===== config.mk =====
export PLATFORM = sky130hd
export DESIGN_NAME = eec_ctrl
export DESIGN_NICKNAME = d
export VERILOG_FILES = /design/src/shared/eec_pkg.sv /design/src/eec_ctrl.sv
export VERILOG_INCLUDE_DIRS = /design/src /design/src/shared
export SDC_FILE = /design/constraint.sdc
export NUM_CORES = 2
export LEC_CHECK = 0
export ABC_AREA = 1
export BUFFER_PORTS_ARGS = -buffer_cell sky130_fd_sc_hd__buf_2
export CAP_MARGIN = 15
export CORE_MARGIN = 4
export CORE_UTILIZATION = 50
export CTS_BUF_LIST = sky130_fd_sc_hd__clkbuf_2 sky130_fd_sc_hd__clkbuf_4 sky130_fd_sc_hd__clkbuf_8
export DETAILED_ROUTE_END_ITERATION = 10
export PLACE_DENSITY = 0.65
export SETUP_SLACK_MARGIN = 0.4
export SLEW_MARGIN = 5
export SYNTH_ARGS = -nofsm -noshare
export SYNTH_HDL_FRONTEND = slang
export SYNTH_SLANG_ARGS = --single-unit

===== constraint.sdc =====
create_clock -name CORE_CLK -period 12.3 [get_ports CORE_CLK]
set_input_delay 3.69 -clock CORE_CLK [delete_from_list [all_inputs] [get_ports CORE_CLK]]
set_output_delay 3.69 -clock CORE_CLK [all_outputs]
set_load 0.01 [all_outputs]

===== src/shared/eec_map.svh =====
/*
 * Register offsets, field positions, command codes and reset values of
 * the emulated-EEPROM command controller.
 * Assumes a 32-bit APB with byte addresses on a 10-bit PADDR.
 */
`ifndef EEC_MAP_SVH
`define EEC_MAP_SVH
// ----------------------------------------------------------------
// register byte offsets
// ----------------------------------------------------------------
`define EEC_OFS_CLKDIV 10'h000
`define EEC_OFS_INDEX 10'h004
`define EEC_OFS_WORD 10'h008
`define EEC_OFS_STAT 10'h00c
`define EEC_OFS_ERRSTAT 10'h010
`define EEC_OFS_PART 10'h014
`define EEC_RAM_BASE 2'h1
// ----------------------------------------------------------------
// field positions
// ----------------------------------------------------------------
`define EEC_BIT_DONE 7
`define EEC_BIT_ACCERR 5
`define EEC_BIT_PVIOL 4
`define EEC_BIT_IGNORED 0
`define EEC_BIT_DIVSET 7
// ----------------------------------------------------------------
// command codes
// ----------------------------------------------------------------
`define EEC_CMD_QUERY 8'h15
`define EEC_CMD_PARTITION 8'h20
`define EEC_CMD_ENABLE 8'h13
`define EEC_CMD_DISABLE 8'h14
// ----------------------------------------------------------------
// sizes and values
// ----------------------------------------------------------------
`define EEC_MAX_SECTIONS 5'h10
`define EEC_FLASH_SECTORS 8'h80
`define EEC_ONE_SEC_SECTORS 8'h0c
`define EEC_SECTORS_PER_SEC 8'h08
`define EEC_ERASED 16'hffff
`define EEC_BUF_LAST 3'h7
`endif


===== src/shared/eec_pkg.sv =====
/*
 * Types of the emulated-EEPROM command controller.
 * Assumes nothing beyond a SystemVerilog compiler.
 */
`default_nettype none
package eec_pkg;
  typedef enum logic [2:0] {
    EEC_RESTORE, EEC_IDLE, EEC_EXEC, EEC_ERASE
  } eec_state_t;
  typedef struct packed {
    logic done;
    logic acc_err;
    logic prot_err;
  } eec_stat_t;
endpackage
`default_nettype wire


===== src/eec_ctrl.sv =====
/*
 * Command buffer, launch, status flags, partitioning, automatic backup
 * and post-reset restore of the emulated-EEPROM region, APB slave.
 * Assumes PWR_RESETN is only asserted at power-up (it models the
 * non-volatile partition record) and that RESETN is the system reset.
 */
// Notes on behaviour
// - No partition: all RAM and flash plain, emulation off.
// - Full partition: all buffer RAM emulated, all data flash records.
// - Mixed partition: only partitioned words emulated, rest stay plain.
// - Enabled emulation copies new emulated-RAM data to record flash.
// - After reset with a partition, CPU held until records restored.
// - Emulated RAM readable by the CPU at all times, writable except while the restore or erase walk runs.
// - Index 0, command high byte, parameter low byte form word zero.
// - Further parameters go to the indexed word, up to word 7.
// - Completion flag set when command finishes; status then valid.
// - Error flags set on their condition and held until cleared.
// - Flags clear only where software writes a one.
// - Partition size in sections accepted from zero to sixteen.
// - One section needs 12 sectors, otherwise eight per section.
// - Full partition erases emulated RAM and records to 0xffff.
// - Query returns flash size in word 1, RAM size in word 2.
`default_nettype none
`include "eec_map.svh"
module eec_ctrl
  import eec_pkg::*;
#(
  parameter int SEC_WORDS = 4
) (
  input wire logic CORE_CLK,
  input wire logic RESETN,
  input wire logic PWR_RESETN,
  input wire logic PSEL,
  input wire logic PENABLE,
  input wire logic PWRITE,
  input wire logic [9:0] PADDR,
  input wire logic [31:0] PWDATA,
  input wire logic [3:0] PSTRB,
  output logic [31:0] PRDATA,
  output logic PREADY,
  output logic PSLVERR,
  output logic CPU_HOLD,
  output logic EMUL_ACTIVE
);
  localparam int WORDS = 16 * SEC_WORDS;
  localparam int AW = $clog2(WORDS);

  // ----------------------------------------------------------------
  // state
  // ----------------------------------------------------------------
  eec_state_t state;
  eec_stat_t stat;
  logic ignored;
  logic [6:0] flash_divider_value;
  logic div_set;
  logic [2:0] command_buffer_index;
  logic [15:0] command_buffer_word [8];
  logic [4:0] part_sec;
  logic [7:0] part_df;
  logic emul_en;
  logic [6:0] walk;
  logic [AW-1:0] scan;
  logic [15:0] ram [WORDS];
  logic [15:0] rec [WORDS];
  logic [WORDS-1:0] dirty;

  // ----------------------------------------------------------------
  // decode
  // ----------------------------------------------------------------
  logic wr_go, rd_prep, in_ram, mapped;
  logic sel_div, sel_idx, sel_word, sel_stat, sel_err, sel_part;
  logic [AW-1:0] ram_idx;
  logic [6:0] emul_words;
  logic launch_req, start, buf_wr_try, busy_ignore;
  logic walk_end, backup_go;
  logic [7:0] cmd;
  logic [7:0] req_sec;
  logic [7:0] req_df;
  logic [7:0] rec_sectors;
  logic [7:0] need_sectors;
  logic part_bad, part_ok;
  logic exec_acc, exec_pv;

  assign wr_go = PSEL & PENABLE & PREADY & PWRITE;
  assign rd_prep = PSEL & PENABLE & ~PREADY;
  assign in_ram = PADDR[9:8] == `EEC_RAM_BASE;
  assign ram_idx = PADDR[AW+1:2];
  assign sel_div = PADDR == `EEC_OFS_CLKDIV;
  assign sel_idx = PADDR == `EEC_OFS_INDEX;
  assign sel_word = PADDR == `EEC_OFS_WORD;
  assign sel_stat = PADDR == `EEC_OFS_STAT;
  assign sel_err = PADDR == `EEC_OFS_ERRSTAT;
  assign sel_part = PADDR == `EEC_OFS_PART;
  assign mapped = in_ram | sel_div | sel_idx | sel_word | sel_stat |
                  sel_err | sel_part;
  assign emul_words = 7'(part_sec * SEC_WORDS);

  assign launch_req = wr_go & sel_stat & PWDATA[`EEC_BIT_DONE];
  assign start = launch_req & stat.done & div_set;
  assign buf_wr_try = wr_go & (sel_idx | sel_word);
  assign busy_ignore = ~stat.done & (buf_wr_try | launch_req);
  assign walk_end = walk >= emul_words;
  assign backup_go = state == EEC_IDLE && emul_en &&
                     7'(scan) < emul_words && dirty[scan];

  assign cmd = command_buffer_word[0][15:8];
  assign req_df = command_buffer_word[1][7:0];
  assign req_sec = command_buffer_word[2][7:0];
  assign rec_sectors = `EEC_FLASH_SECTORS - req_df;
  always_comb begin
    need_sectors = 8'h00;
    if (req_sec == 8'h01) begin
      need_sectors = `EEC_ONE_SEC_SECTORS;
    end else if (req_sec <= 8'(`EEC_MAX_SECTIONS)) begin
      need_sectors = 8'(req_sec * `EEC_SECTORS_PER_SEC);
    end
  end
  assign part_bad = req_sec > 8'(`EEC_MAX_SECTIONS) ||
                    req_df > `EEC_FLASH_SECTORS ||
                    rec_sectors < need_sectors;
  assign part_ok = state == EEC_EXEC && cmd == `EEC_CMD_PARTITION &&
                   !emul_en && !part_bad;
  always_comb begin
    exec_acc = 1'b0;
    exec_pv = 1'b0;
    if (state == EEC_EXEC) begin
      case (cmd)
        `EEC_CMD_PARTITION: begin
          exec_pv = emul_en;
          exec_acc = !emul_en & part_bad;
        end
        `EEC_CMD_ENABLE: exec_acc = part_sec == 5'h00;
        `EEC_CMD_QUERY, `EEC_CMD_DISABLE: exec_acc = 1'b0;
        default: exec_acc = 1'b1;
      endcase
    end
  end

  // ----------------------------------------------------------------
  // sequencer
  // ----------------------------------------------------------------
  always_ff @(posedge CORE_CLK or negedge RESETN) begin
    if (!RESETN) begin
      state <= EEC_RESTORE;
    end else begin
      case (state)
        EEC_RESTORE: if (walk_end) state <= EEC_IDLE;
        EEC_IDLE: if (start) state <= EEC_EXEC;
        EEC_EXEC: state <= part_ok ? EEC_ERASE : EEC_IDLE;
        EEC_ERASE: if (walk_end) state <= EEC_IDLE;
        default: state <= EEC_IDLE;
      endcase
    end
  end

  always_ff @(posedge CORE_CLK or negedge RESETN) begin
    if (!RESETN) begin
      walk <= 7'h00;
    end else if ((state == EEC_RESTORE || state == EEC_ERASE) &&
                 !walk_end) begin
      walk <= walk + 7'h01;
    end else begin
      walk <= 7'h00;
    end
  end

  always_ff @(posedge CORE_CLK or negedge RESETN) begin
    if (!RESETN) begin
      CPU_HOLD <= 1'b1;
    end else if (state == EEC_RESTORE && walk_end) begin
      CPU_HOLD <= 1'b0;
    end
  end

  // ----------------------------------------------------------------
  // status flags; a set in the same cycle as a clear wins
  // ----------------------------------------------------------------
  always_ff @(posedge CORE_CLK or negedge RESETN) begin
    if (!RESETN) begin
      stat <= '0;
    end else begin
      if ((state == EEC_RESTORE || state == EEC_ERASE) && walk_end) begin
        stat.done <= 1'b1;
      end else if (state == EEC_EXEC && !part_ok) begin
        stat.done <= 1'b1;
      end else if (start) begin
        stat.done <= 1'b0;
      end
      if (exec_acc || (launch_req && stat.done && !div_set)) begin
        stat.acc_err <= 1'b1;
      end else if (wr_go && sel_stat && PWDATA[`EEC_BIT_ACCERR]) begin
        stat.acc_err <= 1'b0;
      end
      if (exec_pv) begin
        stat.prot_err <= 1'b1;
      end else if (wr_go && sel_stat && PWDATA[`EEC_BIT_PVIOL]) begin
        stat.prot_err <= 1'b0;
      end
    end
  end

  always_ff @(posedge CORE_CLK or negedge RESETN) begin
    if (!RESETN) begin
      ignored <= 1'b0;
    end else if (busy_ignore) begin
      ignored <= 1'b1;
    end else if (wr_go && sel_err && PWDATA[`EEC_BIT_IGNORED]) begin
      ignored <= 1'b0;
    end
  end

  // ----------------------------------------------------------------
  // clock divider, index and command buffer
  // ----------------------------------------------------------------
  always_ff @(posedge CORE_CLK or negedge RESETN) begin
    if (!RESETN) begin
      flash_divider_value <= 7'h00;
      div_set <= 1'b0;
    end else if (wr_go && sel_div && PSTRB[0] && stat.done) begin
      flash_divider_value <= PWDATA[6:0];
      div_set <= 1'b1;
    end
  end

  always_ff @(posedge CORE_CLK or negedge RESETN) begin
    if (!RESETN) begin
      command_buffer_index <= 3'h0;
    end else if (wr_go && sel_idx && stat.done && PSTRB[0]) begin
      command_buffer_index <= PWDATA[2:0];
    end
  end

  always_ff @(posedge CORE_CLK or negedge RESETN) begin
    if (!RESETN) begin
      for (int i = 0; i < 8; i++) command_buffer_word[i] <= 16'h0000;
    end else if (state == EEC_EXEC && cmd == `EEC_CMD_QUERY) begin
      command_buffer_word[1] <= {8'h00, part_df};
      command_buffer_word[2] <= {11'h000, part_sec};
    end else if (wr_go && sel_word && stat.done) begin
      if (PSTRB[1]) command_buffer_word[command_buffer_index][15:8] <=
          PWDATA[15:8];
      if (PSTRB[0]) command_buffer_word[command_buffer_index][7:0] <=
          PWDATA[7:0];
    end
  end

  // ----------------------------------------------------------------
  // partition record and emulation enable
  // ----------------------------------------------------------------
  // partition survives system reset, as the flash record would
  always_ff @(posedge CORE_CLK or negedge PWR_RESETN) begin
    if (!PWR_RESETN) begin
      part_sec <= 5'h00;
      part_df <= `EEC_FLASH_SECTORS;
    end else if (part_ok) begin
      part_sec <= req_sec[4:0];
      part_df <= req_df;
    end
  end

  always_ff @(posedge CORE_CLK or negedge RESETN) begin
    if (!RESETN) begin
      emul_en <= 1'b0;
      EMUL_ACTIVE <= 1'b0;
    end else if (state == EEC_EXEC && !exec_acc) begin
      if (cmd == `EEC_CMD_ENABLE) begin
        emul_en <= 1'b1;
        EMUL_ACTIVE <= 1'b1;
      end else if (cmd == `EEC_CMD_DISABLE) begin
        emul_en <= 1'b0;
        EMUL_ACTIVE <= 1'b0;
      end
    end
  end

  // ----------------------------------------------------------------
  // buffer RAM, record flash and backup tracking
  // ----------------------------------------------------------------
  // the walker wins over any CPU store made while it runs; only a few
  // cycles after reset or a partition are exposed to this
  always_ff @(posedge CORE_CLK) begin
    if (state == EEC_RESTORE && !walk_end) begin
      ram[walk[AW-1:0]] <= rec[walk[AW-1:0]];
    end else if (state == EEC_ERASE && !walk_end) begin
      ram[walk[AW-1:0]] <= `EEC_ERASED;
    end else if (wr_go && in_ram) begin
      if (PSTRB[1]) ram[ram_idx][15:8] <= PWDATA[15:8];
      if (PSTRB[0]) ram[ram_idx][7:0] <= PWDATA[7:0];
    end
  end

  always_ff @(posedge CORE_CLK) begin
    if (state == EEC_ERASE && !walk_end) begin
      rec[walk[AW-1:0]] <= `EEC_ERASED;
    end else if (backup_go) begin
      rec[scan] <= ram[scan];
    end
  end

  always_ff @(posedge CORE_CLK or negedge RESETN) begin
    if (!RESETN) begin
      dirty <= '0;
    end else begin
      if (state == EEC_ERASE) begin
        dirty <= '0;
      end else if (backup_go) begin
        dirty[scan] <= 1'b0;
      end
      // a store in the copy cycle keeps the word pending
      if (wr_go && in_ram && 7'(ram_idx) < emul_words &&
          state != EEC_ERASE) begin
        dirty[ram_idx] <= 1'b1;
      end
    end
  end

  always_ff @(posedge CORE_CLK or negedge RESETN) begin
    if (!RESETN) begin
      scan <= '0;
    end else if (7'(scan) + 7'h01 >= emul_words) begin
      scan <= '0;
    end else begin
      scan <= scan + AW'(1);
    end
  end

  // ----------------------------------------------------------------
  // APB answer, one wait state
  // ----------------------------------------------------------------
  always_ff @(posedge CORE_CLK or negedge RESETN) begin
    if (!RESETN) begin
      PREADY <= 1'b0;
      PSLVERR <= 1'b0;
      PRDATA <= 32'h00000000;
    end else begin
      PREADY <= rd_prep;
      PSLVERR <= rd_prep & ~mapped;
      if (rd_prep && !PWRITE) begin
        PRDATA <= 32'h00000000;
        if (in_ram) PRDATA <= {16'h0000, ram[ram_idx]};
        if (sel_div) PRDATA <= {24'h000000, div_set, flash_divider_value};
        if (sel_idx) PRDATA <= {29'h00000000, command_buffer_index};
        if (sel_word) PRDATA <= {16'h0000,
                                 command_buffer_word[command_buffer_index]};
        if (sel_stat) PRDATA <= {24'h000000, stat.done, 1'b0,
                                 stat.acc_err, stat.prot_err, 4'h0};
        if (sel_err) PRDATA <= {31'h00000000, ignored};
        if (sel_part) PRDATA <= {16'h0000, emul_en, 2'b00, part_sec,
                                 part_df};
      end
    end
  end
endmodule
`default_nettype wire


==> qor.log <==
qor: route.detail_route.first_pass.iterations 10
qor: final_layout.finish.net_count 9,164
qor: yosys.ys_top_cells_by_area sky130_fd_sc_hd__edfxtp_1 61%, sky130_fd_sc_hd__nand2_1 6.3%, sky130_fd_sc_hd__dfrtp_1 6.3%, sky130_fd_sc_hd__o21ai_0 4.4%, sky130_fd_sc_hd__nor2_1 3.8%
qor: critical_path.crit_fanout 36
qor: critical_path.worst_setup_path_end_kind flop
qor: yosys.synth_largest_type_area_fraction 61.3%
qor: final_layout.final_layout_size_suffix_gt1_share 10.8%
qor: yosys.dominant_register_cell_in_the_synthesized_netlist sky130_fd_sc_hd__edfxtp_1
qor: route.route.detailed.drc 0
qor: yosys.synth_cells 8,992
qor: pwr.worst_ir_drop_on_vdd 0.101 mV
qor: grt.antenna_violations_before_repair 11
qor: yosys.portion_of_the_post_synthesis_area_used_by_sequential_elements 67.6%
qor: floorplan.die_extent_in_y 456 µm
qor: yosys.async_flop_share 11.1%
qor: floorplan.core-area 0.200 mm²
qor: clock_network.holdBufCountCts 0
qor: timing.setup_viol 0
qor: timing.post-route-min-period 7.22 ns
qor: pwr.cellLeakagePower 41.8 nW
qor: worst_hold_path.min_path_type flop to flop
qor: floorplan.starting_density_of_the_core 50.3%
qor: yosys.syn_area_per_cell 11.2 µm²
qor: route.drtIter0Drc 11,800
qor: grt.first_pass_grt_wire_length 495,000 µm
qor: route.detailroute.via_count 77,900
qor: clock_network.cts_buffers 392
qor: place.postPlaceCellArea 0.104 mm²
qor: status.run_status completed
qor: clock_network.count_of_cells_resized_by_post_cts_repair 0
qor: final_layout.filler_cell_count 16,500
qor: timing.rsz_0062_raised_after_global_routing false
qor: floorplan.die_x 456 µm
qor: timing.tightestPinTransition 1.32 ns
qor: yosys.number_of_flops_mapped_to_enable_cells_by_yosys 2,048
qor: final_layout.flow.area_growth_from_synthesis 10.8%
qor: clock_network.clockRootBuffer sky130_fd_sc_hd__clkbuf_8
qor: yosys.ys_ff_latch 2,303
qor: grt.first_global_vias 73,400
qor: clock_network.cts_tree done
qor: yosys.synth_area 0.100 mm²
qor: floorplan.fp.dieArea 0.208 mm²
qor: timing.hold_fails_final_rpt 0
qor: floorplan.core.rowCount 164
qor: critical_path.path_class input port to flop
qor: route.route.antenna.remaining_nets 0
qor: grt.grt_start_max_net_pins 188
qor: route.vias_per_cell 6.47
qor: critical_path.cp.required 13.36 ns
qor: critical_path.startpoint_types input port
qor: yosys.synth_area_leader sky130_fd_sc_hd__edfxtp_1
qor: route.drt-wirelength-per-cell 28.6 µm
qor: timing.fin_worst_skew 0.176 ns
qor: run.max_cap_viols 0
qor: critical_path.critPathArrivalTime 8.28 ns
qor: grt.grt_util_all_layers 32.0%
qor: place.hpwlAfterDp 202,000 µm
qor: yosys.ys_warn_count 0
qor: yosys.synth.most_common_cell sky130_fd_sc_hd__edfxtp_1
qor: final_layout.final_cell_count_no_fill 12,000
qor: timing.achievable_clock_frequency 138 MHz
qor: yosys.yosys-top-cells-count 2,048 x sky130_fd_sc_hd__edfxtp_1, 1,692 x sky130_fd_sc_hd__nand2_1, 1,007 x sky130_fd_sc_hd__nor2_1
qor: route.routed_wl 345,000 µm
qor: clock_network.tritoncts_num_sinks 2,303
qor: final_layout.finish.instance_area 0.111 mm²
qor: yosys.netlist-cell-type-count 62
qor: grt.grt_overflow_total 0
qor: timing.slew_violations 0
qor: pwr.power_per_cell_area 141 mW/mm²
qor: place.gp_congestion 0.982
qor: clock_network.post_cts.repair.setup_buffers 0
qor: timing.post-route-period-util 58.7%
qor: clock_network.worst_skew_pair.late_latency 1.17 ns
qor: floorplan.design.portCount 88
qor: place.count_of_placed_standard_cells_including_taps 11,300
qor: timing.relSlewSlack 11.9%
qor: clock_network.clkTransAtPathRegs 0.06 ns
qor: clock_network.clock_path_buffers 4
qor: clock_network.cts_max_level 5
qor: timing.finalSetupTns 0 ns
qor: place.port-buffer-count 53
## stage by stage
| step | hold WS (ns) | total power, W | util, % | setup slack, ns |
|---|---|---|---|---|
| 2_1_floorplan | 0.446 | 0.00897 | - | 4.95 |
| 3_3_place_gp | 0.461 | 0.00918 | 52.0 | 4.41 |
| 3_5_place_dp | 0.464 | 0.00919 | 52.0 | 4.31 |
| 4_1_cts | 0.481 | 0.0157 | 55.7 | 5.50 |
| 5_1_grt | 0.500 | 0.0162 | 55.7 | 5.14 |
| 6_report | 0.478 | 0.0157 | 55.7 | 5.08 |
## flip-flops by register name (all words and copies together), names as in the netlist, 7 cells and up
name,cells
ram,1024
rec,1024
command_buffer_word,120
dirty,64
PRDATA,16
cmd,8
part_df,8
flash_divider_value,7
walk,7
## final timing paths
path / start / to / slack, ns / cells after the start
setup / recovery: PADDR[2] / PRDATA[10] / 5.08 / 11
hold / removal: PRDATA[13] / PRDATA[13] / 0.48 / 2
setup reg to reg: walk[0] / ram[50][4] / 5.91 / 15
hold reg to reg: PRDATA[13] / PRDATA[13] / 0.48 / 2
max in group asynchronous: RESETN / dirty[33] / 8.06 / 2
min in group asynchronous: PWR_RESETN / part_sec[2] / 2.51 / 1
## area by class of cell
cell class | count | area (µm²) | area share [%]
diodes | 8 | 20.0 | 0.0180
clock buffers | 525 | 6460 | 5.80
clock inverters | 164 | 933 | 0.839
inverters | 510 | 1960 | 1.76
multi-input cells | 5602 | 28700 | 25.7
flip-flops and latches | 2303 | 67900 | 61.0
well taps | 2656 | 3320 | 2.99
repair buffers | 274 | 2040 | 1.83
## critical path, stage by stage
cell and delay, ns:
sky130_fd_sc_hd__buf_2 0.32, sky130_fd_sc_hd__nand2_4 0.47, sky130_fd_sc_hd__buf_4 0.68, sky130_fd_sc_hd__buf_4 0.64, sky130_fd_sc_hd__o22ai_1 0.15, sky130_fd_sc_hd__o31ai_1 0.86
sky130_fd_sc_hd__nand3_1 0.16, sky130_fd_sc_hd__o21ai_0 0.77, sky130_fd_sc_hd__nand2_1 0.25, sky130_fd_sc_hd__nand2_1 0.15, sky130_fd_sc_hd__nand2_1 0.06
## logic make-up after synthesis
kind of cell / synth area share (%)
flops: 67.6
fa+ha+maj: 0.361
buf+inv: 4.35
simple gates: 14.5
xor+xnor: 0.0611
compound gates: 13.1
other cells: 0.00374
## power by group
part           switching (W)  leakage (nW)  internal [W]
Clock                0.00310          3.92       0.00356
Sequential         0.0000287          22.8       0.00846
Combinational       0.000424          15.1      0.000154
Total                0.00355          41.8        0.0122
## placed cells by master, fill, tap and decap left out, types with 105 or more instances in the layout
cell	netlist	routed
sky130_fd_sc_hd__edfxtp_1	2048	2048
sky130_fd_sc_hd__nand2_1	1692	1672
sky130_fd_sc_hd__nor2_1	1007	997
sky130_fd_sc_hd__o21ai_0	882	882
sky130_fd_sc_hd__inv_1	484	480
sky130_fd_sc_hd__clkbuf_8	0	403
sky130_fd_sc_hd__nand3_1	397	391
sky130_fd_sc_hd__o22ai_1	291	291
sky130_fd_sc_hd__nand4_1	264	264
sky130_fd_sc_hd__dfrtp_1	253	249
sky130_fd_sc_hd__buf_4	27	209
sky130_fd_sc_hd__a22oi_1	206	206
sky130_fd_sc_hd__o221ai_1	158	158
sky130_fd_sc_hd__o211ai_1	134	134
sky130_fd_sc_hd__a21oi_1	127	127
sky130_fd_sc_hd__clkbuf_4	0	123
sky130_fd_sc_hd__clkinv_1	7	108
sky130_fd_sc_hd__a221oi_1	105	105
## per-layer routing
| layer | up-vias | global-route usage [%] | wire length, µm |
|---|---|---|---|
| met3 | 1148 | 8.84 | 44700 |
| met5 | - | 0 | 13 |
| li1 | 33000 | - | - |
| met4 | 2 | 18.0 | 22000 |
| met1 | 38000 | 42.5 | 127000 |
| met2 | 5676 | 47.7 | 152000 |
Power figures use the tool's default switching activity.
